<file path="src/include/ccor_pkg.sv">
// Purpose: Shared constants and types of the core operand registers
// Assumes: 8-bit special-function bus, 16-bit program addresses
// Notes: Bit addresses of bit-addressable registers equal byte + index
package ccor_pkg;
	// ------------------------------------------------------------------
	// Special-function addresses
	// ------------------------------------------------------------------
	localparam logic [7:0] CCOR_ADDR_SP = 8'h81;
	localparam logic [7:0] CCOR_ADDR_DPL = 8'h82;
	localparam logic [7:0] CCOR_ADDR_DPH = 8'h83;
	localparam logic [7:0] CCOR_ADDR_ACC = 8'he0;
	localparam logic [7:0] CCOR_ADDR_B = 8'hf0;
	localparam logic [7:0] CCOR_SFR_BASE = 8'h80;

	// ------------------------------------------------------------------
	// Reset values
	// ------------------------------------------------------------------
	localparam logic [7:0] CCOR_RST_SP = 8'h07;
	localparam logic [7:0] CCOR_RST_DPL = 8'h00;
	localparam logic [7:0] CCOR_RST_DPH = 8'h00;
	localparam logic [7:0] CCOR_RST_ACC = 8'h00;
	localparam logic [7:0] CCOR_RST_B = 8'h00;

	// ------------------------------------------------------------------
	// Opcode fields
	// ------------------------------------------------------------------
	localparam logic [7:0] CCOR_OP_NOP = 8'h00;
	localparam logic [7:0] CCOR_OP_SPARE = 8'ha5;
	localparam int CCOR_RN_FLAG_BIT = 3;
	localparam logic [2:0] CCOR_IND_PAT = 3'h3;
	localparam int CCOR_PAGE_BITS = 11;
	localparam int CCOR_BANK_POS = 3;

	// Branch target selection
	typedef enum logic [1:0] {
		CCOR_BR_REL = 2'b00,
		CCOR_BR_PAGE = 2'b01,
		CCOR_BR_FULL = 2'b10,
		CCOR_BR_NONE = 2'b11
	} ccor_br_t;

	// Single-bit operation on a bit-addressable register
	typedef enum logic [1:0] {
		CCOR_BIT_READ = 2'b00,
		CCOR_BIT_CLR = 2'b01,
		CCOR_BIT_SET = 2'b10,
		CCOR_BIT_CPL = 2'b11
	} ccor_bitop_t;
endpackage

</file>
<file path="src/include/ccor_op_if.sv">
// Purpose: Carrier between top and its operand and branch helpers
// Assumes: Helpers are purely combinational
// Notes: Top drives requests, helpers answer in the same cycle
interface ccor_op_if;
	import ccor_pkg::*;
	logic [7:0] opcode;
	logic [1:0] bank;
	logic [7:0] direct;
	logic [7:0] rel;
	logic [15:0] next_pc;
	logic [10:0] page_tgt;
	logic [15:0] full_tgt;
	ccor_br_t kind;
	logic [7:0] rn_addr;
	logic [7:0] ind_addr;
	logic is_rn;
	logic is_ind;
	logic dir_sfr;
	logic is_nop;
	logic [15:0] target;

	modport top(output opcode, bank, direct, rel, next_pc, page_tgt,
		full_tgt, kind, input rn_addr, ind_addr, is_rn, is_ind, dir_sfr,
		is_nop, target);
	modport dec(input opcode, bank, direct, output rn_addr, ind_addr,
		is_rn, is_ind, dir_sfr, is_nop);
	modport br(input rel, next_pc, page_tgt, full_tgt, kind,
		output target);
endinterface

</file>
<file path="src/logic/ccor_oper_dec.sv">
// Purpose: Operand address decode for banked and indirect registers
// Assumes: Bank number comes from the status word select bits
// Notes: Purely combinational
module ccor_oper_dec (
	ccor_op_if.dec op
);
	import ccor_pkg::*;

	// ------------------------------------------------------------------
	// Decode
	// ------------------------------------------------------------------
	// Working register lives in the selected bank
	always_comb begin
		op.rn_addr = {3'h0, op.bank, op.opcode[2:0]};
		op.ind_addr = {3'h0, op.bank, 2'h0, op.opcode[0]};
		op.is_rn = op.opcode[CCOR_RN_FLAG_BIT];
		op.is_ind = (op.opcode[3:1] == CCOR_IND_PAT);
		op.dir_sfr = (op.direct >= CCOR_SFR_BASE);
		op.is_nop = (op.opcode == CCOR_OP_NOP) ||
			(op.opcode == CCOR_OP_SPARE);
	end
endmodule

</file>
<file path="src/logic/ccor_br_calc.sv">
// Purpose: Branch destination arithmetic
// Assumes: next_pc is the address after the whole branch instruction
// Notes: Purely combinational, wraps modulo 64 kB
module ccor_br_calc (
	ccor_op_if.br op
);
	import ccor_pkg::*;

	logic [15:0] rel_ext;

	// ------------------------------------------------------------------
	// Target select
	// ------------------------------------------------------------------
	// Signed offset, page splice or full load
	always_comb begin
		rel_ext = {{8{op.rel[7]}}, op.rel};
		case (op.kind)
			CCOR_BR_REL: op.target = op.next_pc + rel_ext;
			CCOR_BR_PAGE: op.target = {op.next_pc[15:CCOR_PAGE_BITS],
				op.page_tgt};
			CCOR_BR_FULL: op.target = op.full_tgt;
			default: op.target = op.next_pc;
		endcase
	end
endmodule

</file>
<file path="src/logic/ccor_core_regs.sv">
// Purpose: Core register set and operand addressing of the CPU core
// Assumes: One CPU clock, asynchronous active-low reset
// Notes: Registers answer on the internal special-function bus
module ccor_core_regs (
	input wire logic i_mclk,
	input wire logic i_rst_b,
	input wire logic [7:0] i_sfr_addr,
	input wire logic i_sfr_wr,
	input wire logic [7:0] i_sfr_wdata,
	input wire logic i_sfr_rd,
	input wire logic [7:0] i_bit_addr,
	input wire logic i_bit_req,
	input wire ccor_pkg::ccor_bitop_t i_bit_op,
	input wire logic i_push,
	input wire logic i_pop,
	input wire logic i_ptr_load,
	input wire logic [15:0] i_ptr_value,
	input wire logic i_ptr_inc,
	input wire logic i_acc_load,
	input wire logic [7:0] i_acc_value,
	input wire logic i_b_load,
	input wire logic [7:0] i_b_value,
	input wire logic [7:0] i_opcode,
	input wire logic [1:0] i_bank_sel,
	input wire logic [7:0] i_direct_addr,
	input wire logic [7:0] i_rel_offset,
	input wire logic [15:0] i_next_pc,
	input wire logic [10:0] i_page_target,
	input wire logic [15:0] i_full_target,
	input wire ccor_pkg::ccor_br_t i_br_kind,
	output logic [7:0] o_sfr_rdata,
	output logic o_sfr_hit,
	output logic o_bit_value,
	output logic o_bit_hit,
	output logic [7:0] o_stack_top_pointer,
	output logic [15:0] o_data_pointer_full,
	output logic [7:0] o_main_arith_register,
	output logic [7:0] o_second_arith_register,
	output logic [7:0] o_bank_working_reg,
	output logic [7:0] o_indirect_pointer_reg,
	output logic o_op_is_rn,
	output logic o_op_is_ind,
	output logic o_direct_is_sfr,
	output logic o_op_is_nop,
	output logic [15:0] o_branch_target
);
	import ccor_pkg::*;

	// ------------------------------------------------------------------
	// State
	// ------------------------------------------------------------------
	typedef struct packed {
		logic [7:0] stack_top_pointer;
		logic [7:0] data_ptr_low_byte;
		logic [7:0] data_ptr_high_byte;
		logic [7:0] main_arith_register;
		logic [7:0] second_arith_register;
		logic [7:0] rdata;
		logic hit;
		logic bit_value;
		logic bit_hit;
		logic [7:0] rn_addr;
		logic [7:0] ind_addr;
		logic is_rn;
		logic is_ind;
		logic dir_sfr;
		logic is_nop;
		logic [15:0] target;
	} ccor_state_t;

	localparam ccor_state_t CCOR_STATE_RST = '{
		stack_top_pointer: CCOR_RST_SP,
		data_ptr_low_byte: CCOR_RST_DPL,
		data_ptr_high_byte: CCOR_RST_DPH,
		main_arith_register: CCOR_RST_ACC,
		second_arith_register: CCOR_RST_B,
		rdata: 8'h00,
		hit: 1'b0,
		bit_value: 1'b0,
		bit_hit: 1'b0,
		rn_addr: 8'h00,
		ind_addr: 8'h00,
		is_rn: 1'b0,
		is_ind: 1'b0,
		dir_sfr: 1'b0,
		is_nop: 1'b0,
		target: 16'h0000
	};

	ccor_state_t state_ff;
	ccor_state_t nxt_state;

	// ------------------------------------------------------------------
	// Helpers
	// ------------------------------------------------------------------
	// Apply one single-bit operation to a byte
	function automatic logic [7:0] bit_apply(input logic [7:0] val,
		input logic [2:0] idx, input ccor_bitop_t bop);
		logic [7:0] res;
		res = val;
		case (bop)
			CCOR_BIT_CLR: res[idx] = 1'b0;
			CCOR_BIT_SET: res[idx] = 1'b1;
			CCOR_BIT_CPL: res[idx] = ~val[idx];
			default: res = val;
		endcase
		return res;
	endfunction

	// True when a bit address falls in a given register byte
	function automatic logic bit_in(input logic [7:0] baddr,
		input logic [7:0] base);
		return baddr[7:3] == base[7:3];
	endfunction

	// ------------------------------------------------------------------
	// Operand and branch helpers
	// ------------------------------------------------------------------
	ccor_op_if op_if ();

	// Helper requests come straight from the core inputs
	assign op_if.opcode = i_opcode;
	assign op_if.bank = i_bank_sel;
	assign op_if.direct = i_direct_addr;
	assign op_if.rel = i_rel_offset;
	assign op_if.next_pc = i_next_pc;
	assign op_if.page_tgt = i_page_target;
	assign op_if.full_tgt = i_full_target;
	assign op_if.kind = i_br_kind;

	ccor_oper_dec u_dec (
		.op(op_if.dec)
	);

	ccor_br_calc u_br (
		.op(op_if.br)
	);

	// ------------------------------------------------------------------
	// Next state
	// ------------------------------------------------------------------
	// Hardware updates first, bus writes override, bit ops last
	always_comb begin
		nxt_state = state_ff;

		// Operand decode results, registered for the core
		nxt_state.rn_addr = op_if.rn_addr;
		nxt_state.ind_addr = op_if.ind_addr;
		nxt_state.is_rn = op_if.is_rn;
		nxt_state.is_ind = op_if.is_ind;
		nxt_state.dir_sfr = op_if.dir_sfr;
		nxt_state.is_nop = op_if.is_nop;
		nxt_state.target = op_if.target;

		// Stack pointer moves up before the pushed byte lands, down on a pop
		if (i_push && !op_if.is_nop) begin
			nxt_state.stack_top_pointer =
				state_ff.stack_top_pointer + 8'h01;
		end else if (i_pop && !op_if.is_nop) begin
			nxt_state.stack_top_pointer =
				state_ff.stack_top_pointer - 8'h01;
		end

		// Pointer load or increment from the core
		if (i_ptr_load && !op_if.is_nop) begin
			nxt_state.data_ptr_high_byte = i_ptr_value[15:8];
			nxt_state.data_ptr_low_byte = i_ptr_value[7:0];
		end else if (i_ptr_inc && !op_if.is_nop) begin
			{nxt_state.data_ptr_high_byte, nxt_state.data_ptr_low_byte} =
				{state_ff.data_ptr_high_byte,
				state_ff.data_ptr_low_byte} + 16'h0001;
		end

		// Arithmetic results from the core
		if (i_acc_load && !op_if.is_nop) begin
			nxt_state.main_arith_register = i_acc_value;
		end
		if (i_b_load && !op_if.is_nop) begin
			nxt_state.second_arith_register = i_b_value;
		end

		// Bus write, page select never consulted
		if (i_sfr_wr) begin
			if (i_sfr_addr == CCOR_ADDR_SP) begin
				nxt_state.stack_top_pointer = i_sfr_wdata;
			end else if (i_sfr_addr == CCOR_ADDR_DPL) begin
				nxt_state.data_ptr_low_byte = i_sfr_wdata;
			end else if (i_sfr_addr == CCOR_ADDR_DPH) begin
				nxt_state.data_ptr_high_byte = i_sfr_wdata;
			end else if (i_sfr_addr == CCOR_ADDR_ACC) begin
				nxt_state.main_arith_register = i_sfr_wdata;
			end else if (i_sfr_addr == CCOR_ADDR_B) begin
				nxt_state.second_arith_register = i_sfr_wdata;
			end
		end

		// Bus read, registered, unmapped reads zero with no hit
		nxt_state.hit = 1'b0;
		nxt_state.rdata = 8'h00;
		if (i_sfr_rd) begin
			nxt_state.hit = 1'b1;
			if (i_sfr_addr == CCOR_ADDR_SP) begin
				nxt_state.rdata = state_ff.stack_top_pointer;
			end else if (i_sfr_addr == CCOR_ADDR_DPL) begin
				nxt_state.rdata = state_ff.data_ptr_low_byte;
			end else if (i_sfr_addr == CCOR_ADDR_DPH) begin
				nxt_state.rdata = state_ff.data_ptr_high_byte;
			end else if (i_sfr_addr == CCOR_ADDR_ACC) begin
				nxt_state.rdata = state_ff.main_arith_register;
			end else if (i_sfr_addr == CCOR_ADDR_B) begin
				nxt_state.rdata = state_ff.second_arith_register;
			end else begin
				nxt_state.hit = 1'b0;
			end
		end

		// Single-bit access to either accumulator
		nxt_state.bit_hit = 1'b0;
		nxt_state.bit_value = 1'b0;
		if (i_bit_req) begin
			if (bit_in(i_bit_addr, CCOR_ADDR_ACC)) begin
				nxt_state.bit_hit = 1'b1;
				nxt_state.bit_value =
					state_ff.main_arith_register[i_bit_addr[2:0]];
				nxt_state.main_arith_register = bit_apply(
					nxt_state.main_arith_register, i_bit_addr[2:0],
					i_bit_op);
			end else if (bit_in(i_bit_addr, CCOR_ADDR_B)) begin
				nxt_state.bit_hit = 1'b1;
				nxt_state.bit_value =
					state_ff.second_arith_register[i_bit_addr[2:0]];
				nxt_state.second_arith_register = bit_apply(
					nxt_state.second_arith_register, i_bit_addr[2:0],
					i_bit_op);
			end
		end
	end

	// ------------------------------------------------------------------
	// Registers
	// ------------------------------------------------------------------
	// Whole state in one register
	always_ff @(posedge i_mclk or negedge i_rst_b) begin
		if (!i_rst_b) begin
			state_ff <= CCOR_STATE_RST;
		end else begin
			state_ff <= nxt_state;
		end
	end

	// ------------------------------------------------------------------
	// Outputs
	// ------------------------------------------------------------------
	// All outputs straight from the state register
	assign o_sfr_rdata = state_ff.rdata;
	assign o_sfr_hit = state_ff.hit;
	assign o_bit_value = state_ff.bit_value;
	assign o_bit_hit = state_ff.bit_hit;
	assign o_stack_top_pointer = state_ff.stack_top_pointer;
	assign o_data_pointer_full = {state_ff.data_ptr_high_byte,
		state_ff.data_ptr_low_byte};
	assign o_main_arith_register = state_ff.main_arith_register;
	assign o_second_arith_register = state_ff.second_arith_register;
	assign o_bank_working_reg = state_ff.rn_addr;
	assign o_indirect_pointer_reg = state_ff.ind_addr;
	assign o_op_is_rn = state_ff.is_rn;
	assign o_op_is_ind = state_ff.is_ind;
	assign o_direct_is_sfr = state_ff.dir_sfr;
	assign o_op_is_nop = state_ff.is_nop;
	assign o_branch_target = state_ff.target;
endmodule

</file>
<file path="config.mk">
export PLATFORM = sky130hd
export DESIGN_NAME = ccor_core_regs
export DESIGN_NICKNAME = d
export VERILOG_FILES = /design/src/include/ccor_pkg.sv /design/src/include/ccor_op_if.sv /design/src/logic/ccor_oper_dec.sv /design/src/logic/ccor_br_calc.sv /design/src/logic/ccor_core_regs.sv
export SDC_FILE = /design/constraint.sdc
export NUM_CORES = 1
export LEC_CHECK = 0
export ABC_CLOCK_PERIOD_IN_PS = 3040
export BUFFER_PORTS_ARGS = -buffer_cell sky130_fd_sc_hd__buf_2
export CORE_ASPECT_RATIO = 0.5
export CORE_UTILIZATION = 38
export CTS_CLUSTER_DIAMETER = 50
export CTS_CLUSTER_SIZE = 8
export DETAILED_ROUTE_END_ITERATION = 8
export PLACE_DENSITY = 0.74
export SLEW_MARGIN = 20
export SYNTH_ARGS = -nofsm -noshare
export SYNTH_HDL_FRONTEND = slang
export SYNTH_HIERARCHICAL = 1
export SYNTH_SLANG_ARGS = --single-unit
</file>
<file path="constraint.sdc">
create_clock -name i_mclk -period 3.04 [get_ports i_mclk]
set_clock_uncertainty 0.2 [all_clocks]
set_input_delay 0.152 -clock i_mclk [delete_from_list [all_inputs] [get_ports i_mclk]]
set_output_delay 0.152 -clock i_mclk [all_outputs]
set_load 0.1 [all_outputs]
</file>
==> impl_results.md <==
* Netlist cell types at 71
* Stages on worst setup path at 12
* Final antenna diode count at 0
* Layout net count at 1082
* Die area at 16600 um^2
* Placed cells at 1048
* Register area share after synthesis at 35.7%
* Most common cell after layout, fill and taps aside: buf_2
* Area Overhead vs Synth at 35.2%
* CTS tree: yes
* Top-area cell type share of the netlist area at 34.4%
* Post-synth top flop: dfrtp_1
* Layout cells sized above 1 at 32.0%
* End-of-flow core utilization at 53.0%
* Avg Cell Area, Syn at 9.22 um^2
* Most frequent cells in the layout: 218 x buf_2, 84 x dfrtp_1, 66 x dlygate4sd3_1, 60 x nand2_1, 57 x nor2_1
* Number of synthesized flops with an enable pin at 0
* Slew HR at 48.8%
* Placer Congestion at 0.927
* Via count at 6401
* PnR Total Power at 4.71 mW
* Crit path DAT at 2.95 ns
* CP startpoint: i_opcode[2]
* Endpoints failing setup at 0
* Crit-path cells: buf_2 -> or4_1 -> a21oi_2 -> buf_4 -> buf_4 -> and4b_1 -> nand4_1 -> nor2_1 -> xor2_1 -> mux2i_1 -> o21ai_0 -> dlygate4sd3_1
* CP Data Required Time at 3.06 ns
* YS warnings at 6
* Routed WL per cell at 18.2 um
* CORE AREA at 15600 um^2
* I/O Buffers at 219
* Total track usage at 24.7%
* CP max stage cell: dlygate4sd3_1
* Setup CP Type: in2reg
* Clock buffer depth at 2
* IO Count at 227
* Critical Path Max Stage Delay at 0.61 ns
* H-tree levels at 3
* CTS root buffer: clkbuf_16
* Post-route ant nets at 0
* Pwr/cell area at 571 nW/um^2
* Cells after synthesis at 663
* MaxCap Viol Count at 0
* DRC Markers at 0
* Worst vdd ir at 0.281 mV
* Seq cells post-synth at 87
* R2r setup slk at 0.42 ns
* Asr flop ratio synth at 100%
* Vias in the first global route at 6177
* FF-to-FF End: o_data_pointer_full[15]
* Fin cells at 1132
* Setup crit end: o_data_pointer_full[13]
* First-pass DRT Iterations at 6
* CP delay by family, top: simple AND/OR/NAND/NOR gates
* Clock latency on the worst-skew pair at 0.34 ns
* Die Wd at 181 um
* Post-DP HPWL at 14800 um
* Final wirelength at 20700 um
* HP Class: in2reg
* Die height at 91.7 um
* RSZ-0062 raised after global routing: no
* Status: finished clean
* Pleak at 3.85 nW
* Clk sinks at 87
* Tightest Pin Transition at 0.768 ns
* Ranking of synthesized cells by area: dfrtp_1 34%, mux2i_1 4.1%, mux4_2 4.1%
* Fmax at 341 MHz
* Clock slew at reported path FFs at 0.07 ns
* Hold WS at 0.0156 ns
* Synth area leader: dfrtp_1
* Initial Utilization at 39.2%
* CP max FO at 14
* Fin crit period at 2.93 ns
* Initial antenna violation count at 0
* DR vias/cell at 5.65
* Worst R2R Start: o_data_pointer_full[2]
* Row count at 32
* First-pass GRT wire length at 32100 um
* TritonCTS Buffers at 9
* Crit share post-route at 96.4%
* Reg2reg path depth at 7
* CP endpoint kind: flip-flop
* Critical path buffers and inverters at 4
* Gr ovfl total at 0
* Mapped cell area at 6110 um^2
* Initial drt markers at 500
* Cell mode on critical path: buf_4
* Fin. max-slew vios at 0
* Critical Path Start Type: input port
* Largest net degree at the start of global routing at 80
* Final Hold Vio Count at 0
[routing by layer]
layer / track usage [%] / vias up / wire [um] / part of all wire (%)
li1: - / 2940 / - / -
met5: 0 / - / 0 / 0
met3: 5.36 / 69 / 1480 / 7.2
met1: 30.0 / 3016 / 8350 / 40
met4: 12.2 / 0 / 788 / 3.8
met2: 41.7 / 376 / 10000 / 49
[kinds of logic (layout without fill, tap and decap cells)]
kind of cell | count (synthesis) | in the layout | synth area share [%]
adders and majority gates | 19 | 19 | 4.01
buffers and inverters | 78 | 336 | 6.00
and+or+nand+nor | 216 | 216 | 18.5
xor gates and xnor gates | 31 | 31 | 4.44
DFF | 87 | 87 | 35.7
muxes | 51 | 51 | 11.0
AOI/OAI and AO/OA | 180 | 180 | 20.2
other | 1 | 8 | 0.0614
[worst min path at each step]
stage	from	end	cells after the start
3_3_place_gp	i_direct_addr[7]	o_direct_is_sfr	1
2_1_floorplan	i_rst_b	o_bank_working_reg[0]	0
6_report	i_bit_addr[7]	o_bit_hit	3
4_1_cts	i_full_target[15]	o_branch_target[15]	4
5_1_grt	i_full_target[9]	o_branch_target[9]	3
3_5_place_dp	i_direct_addr[7]	o_direct_is_sfr	1
[worst reg2reg max path, cell delays in order, from the launching register on]
cell,delay [ns]
dfrtp_1,0.45
and4b_1,0.37
nand4_1,0.24
nor3_1,0.27
xor2_1,0.17
nor2_1,0.06
o31ai_1,0.24
dlygate4sd3_1,0.57
[through the flow]
step                setup slack [ns]  cell area [um^2]  setup TNS [ns]
finish                         0.108              8260               0
CTS                           0.0811              8240               0
detailed placement           -0.0429              7300          -0.163
global placement              0.0490              7300               0
global route                 0.00912              8260               0
floorplan                     0.0601              6140               0
[cell usage after synthesis, drive strengths merged, types with 6 or more instances]
cell,instances
a21boi,7
a21oi,47
a22oi,10
a31oi,24
and2,7
buf,28
clkbuf,30
dfrtp,84
ha,18
inv,20
mux2,15
mux2i,25
mux4,11
nand2,60
nand3,17
nand3b,6
nand4,11
nor2,57
nor2b,7
nor3,11
o21ai,25
o22ai,14
o31ai,6
xnor2,15
xor2,16
[report_power, final]
part / total [mW] / internal, mW / switching (mW) / leakage (nW)
Combinational: 2.15 / 0.567 / 1.59 / 2.67
Clock: 1.05 / 0.575 / 0.478 / 0.132
Sequential: 1.51 / 1.32 / 0.193 / 1.04
Total: 4.71 / 2.46 / 2.26 / 3.85
[timing repair]
| item | in CTS | in global routing |
|---|---|---|
| resized for setup | 0 | 1 |
| setup endpoints to repair | 0 | 6 |
| buffers inserted | 0 | 2 |
| hold buffers | 66 | 0 |
| endpoints found under the hold margin | 130 | 0 |
[final cells by class]
| cell class | count | area, um^2 |
|---|---|---|
| tap | 204 | 255 |
| multi-input combinational | 505 | 3590 |
| inverter | 20 | 75.1 |
| fill | 1431 | 7320 |
| clock buffer | 11 | 243 |
| timing repair buffer | 300 | 1880 |
| sequential | 87 | 2180 |
| clock inverter | 5 | 33.8 |
No activity file was read; power rests on OpenSTA's default activity.
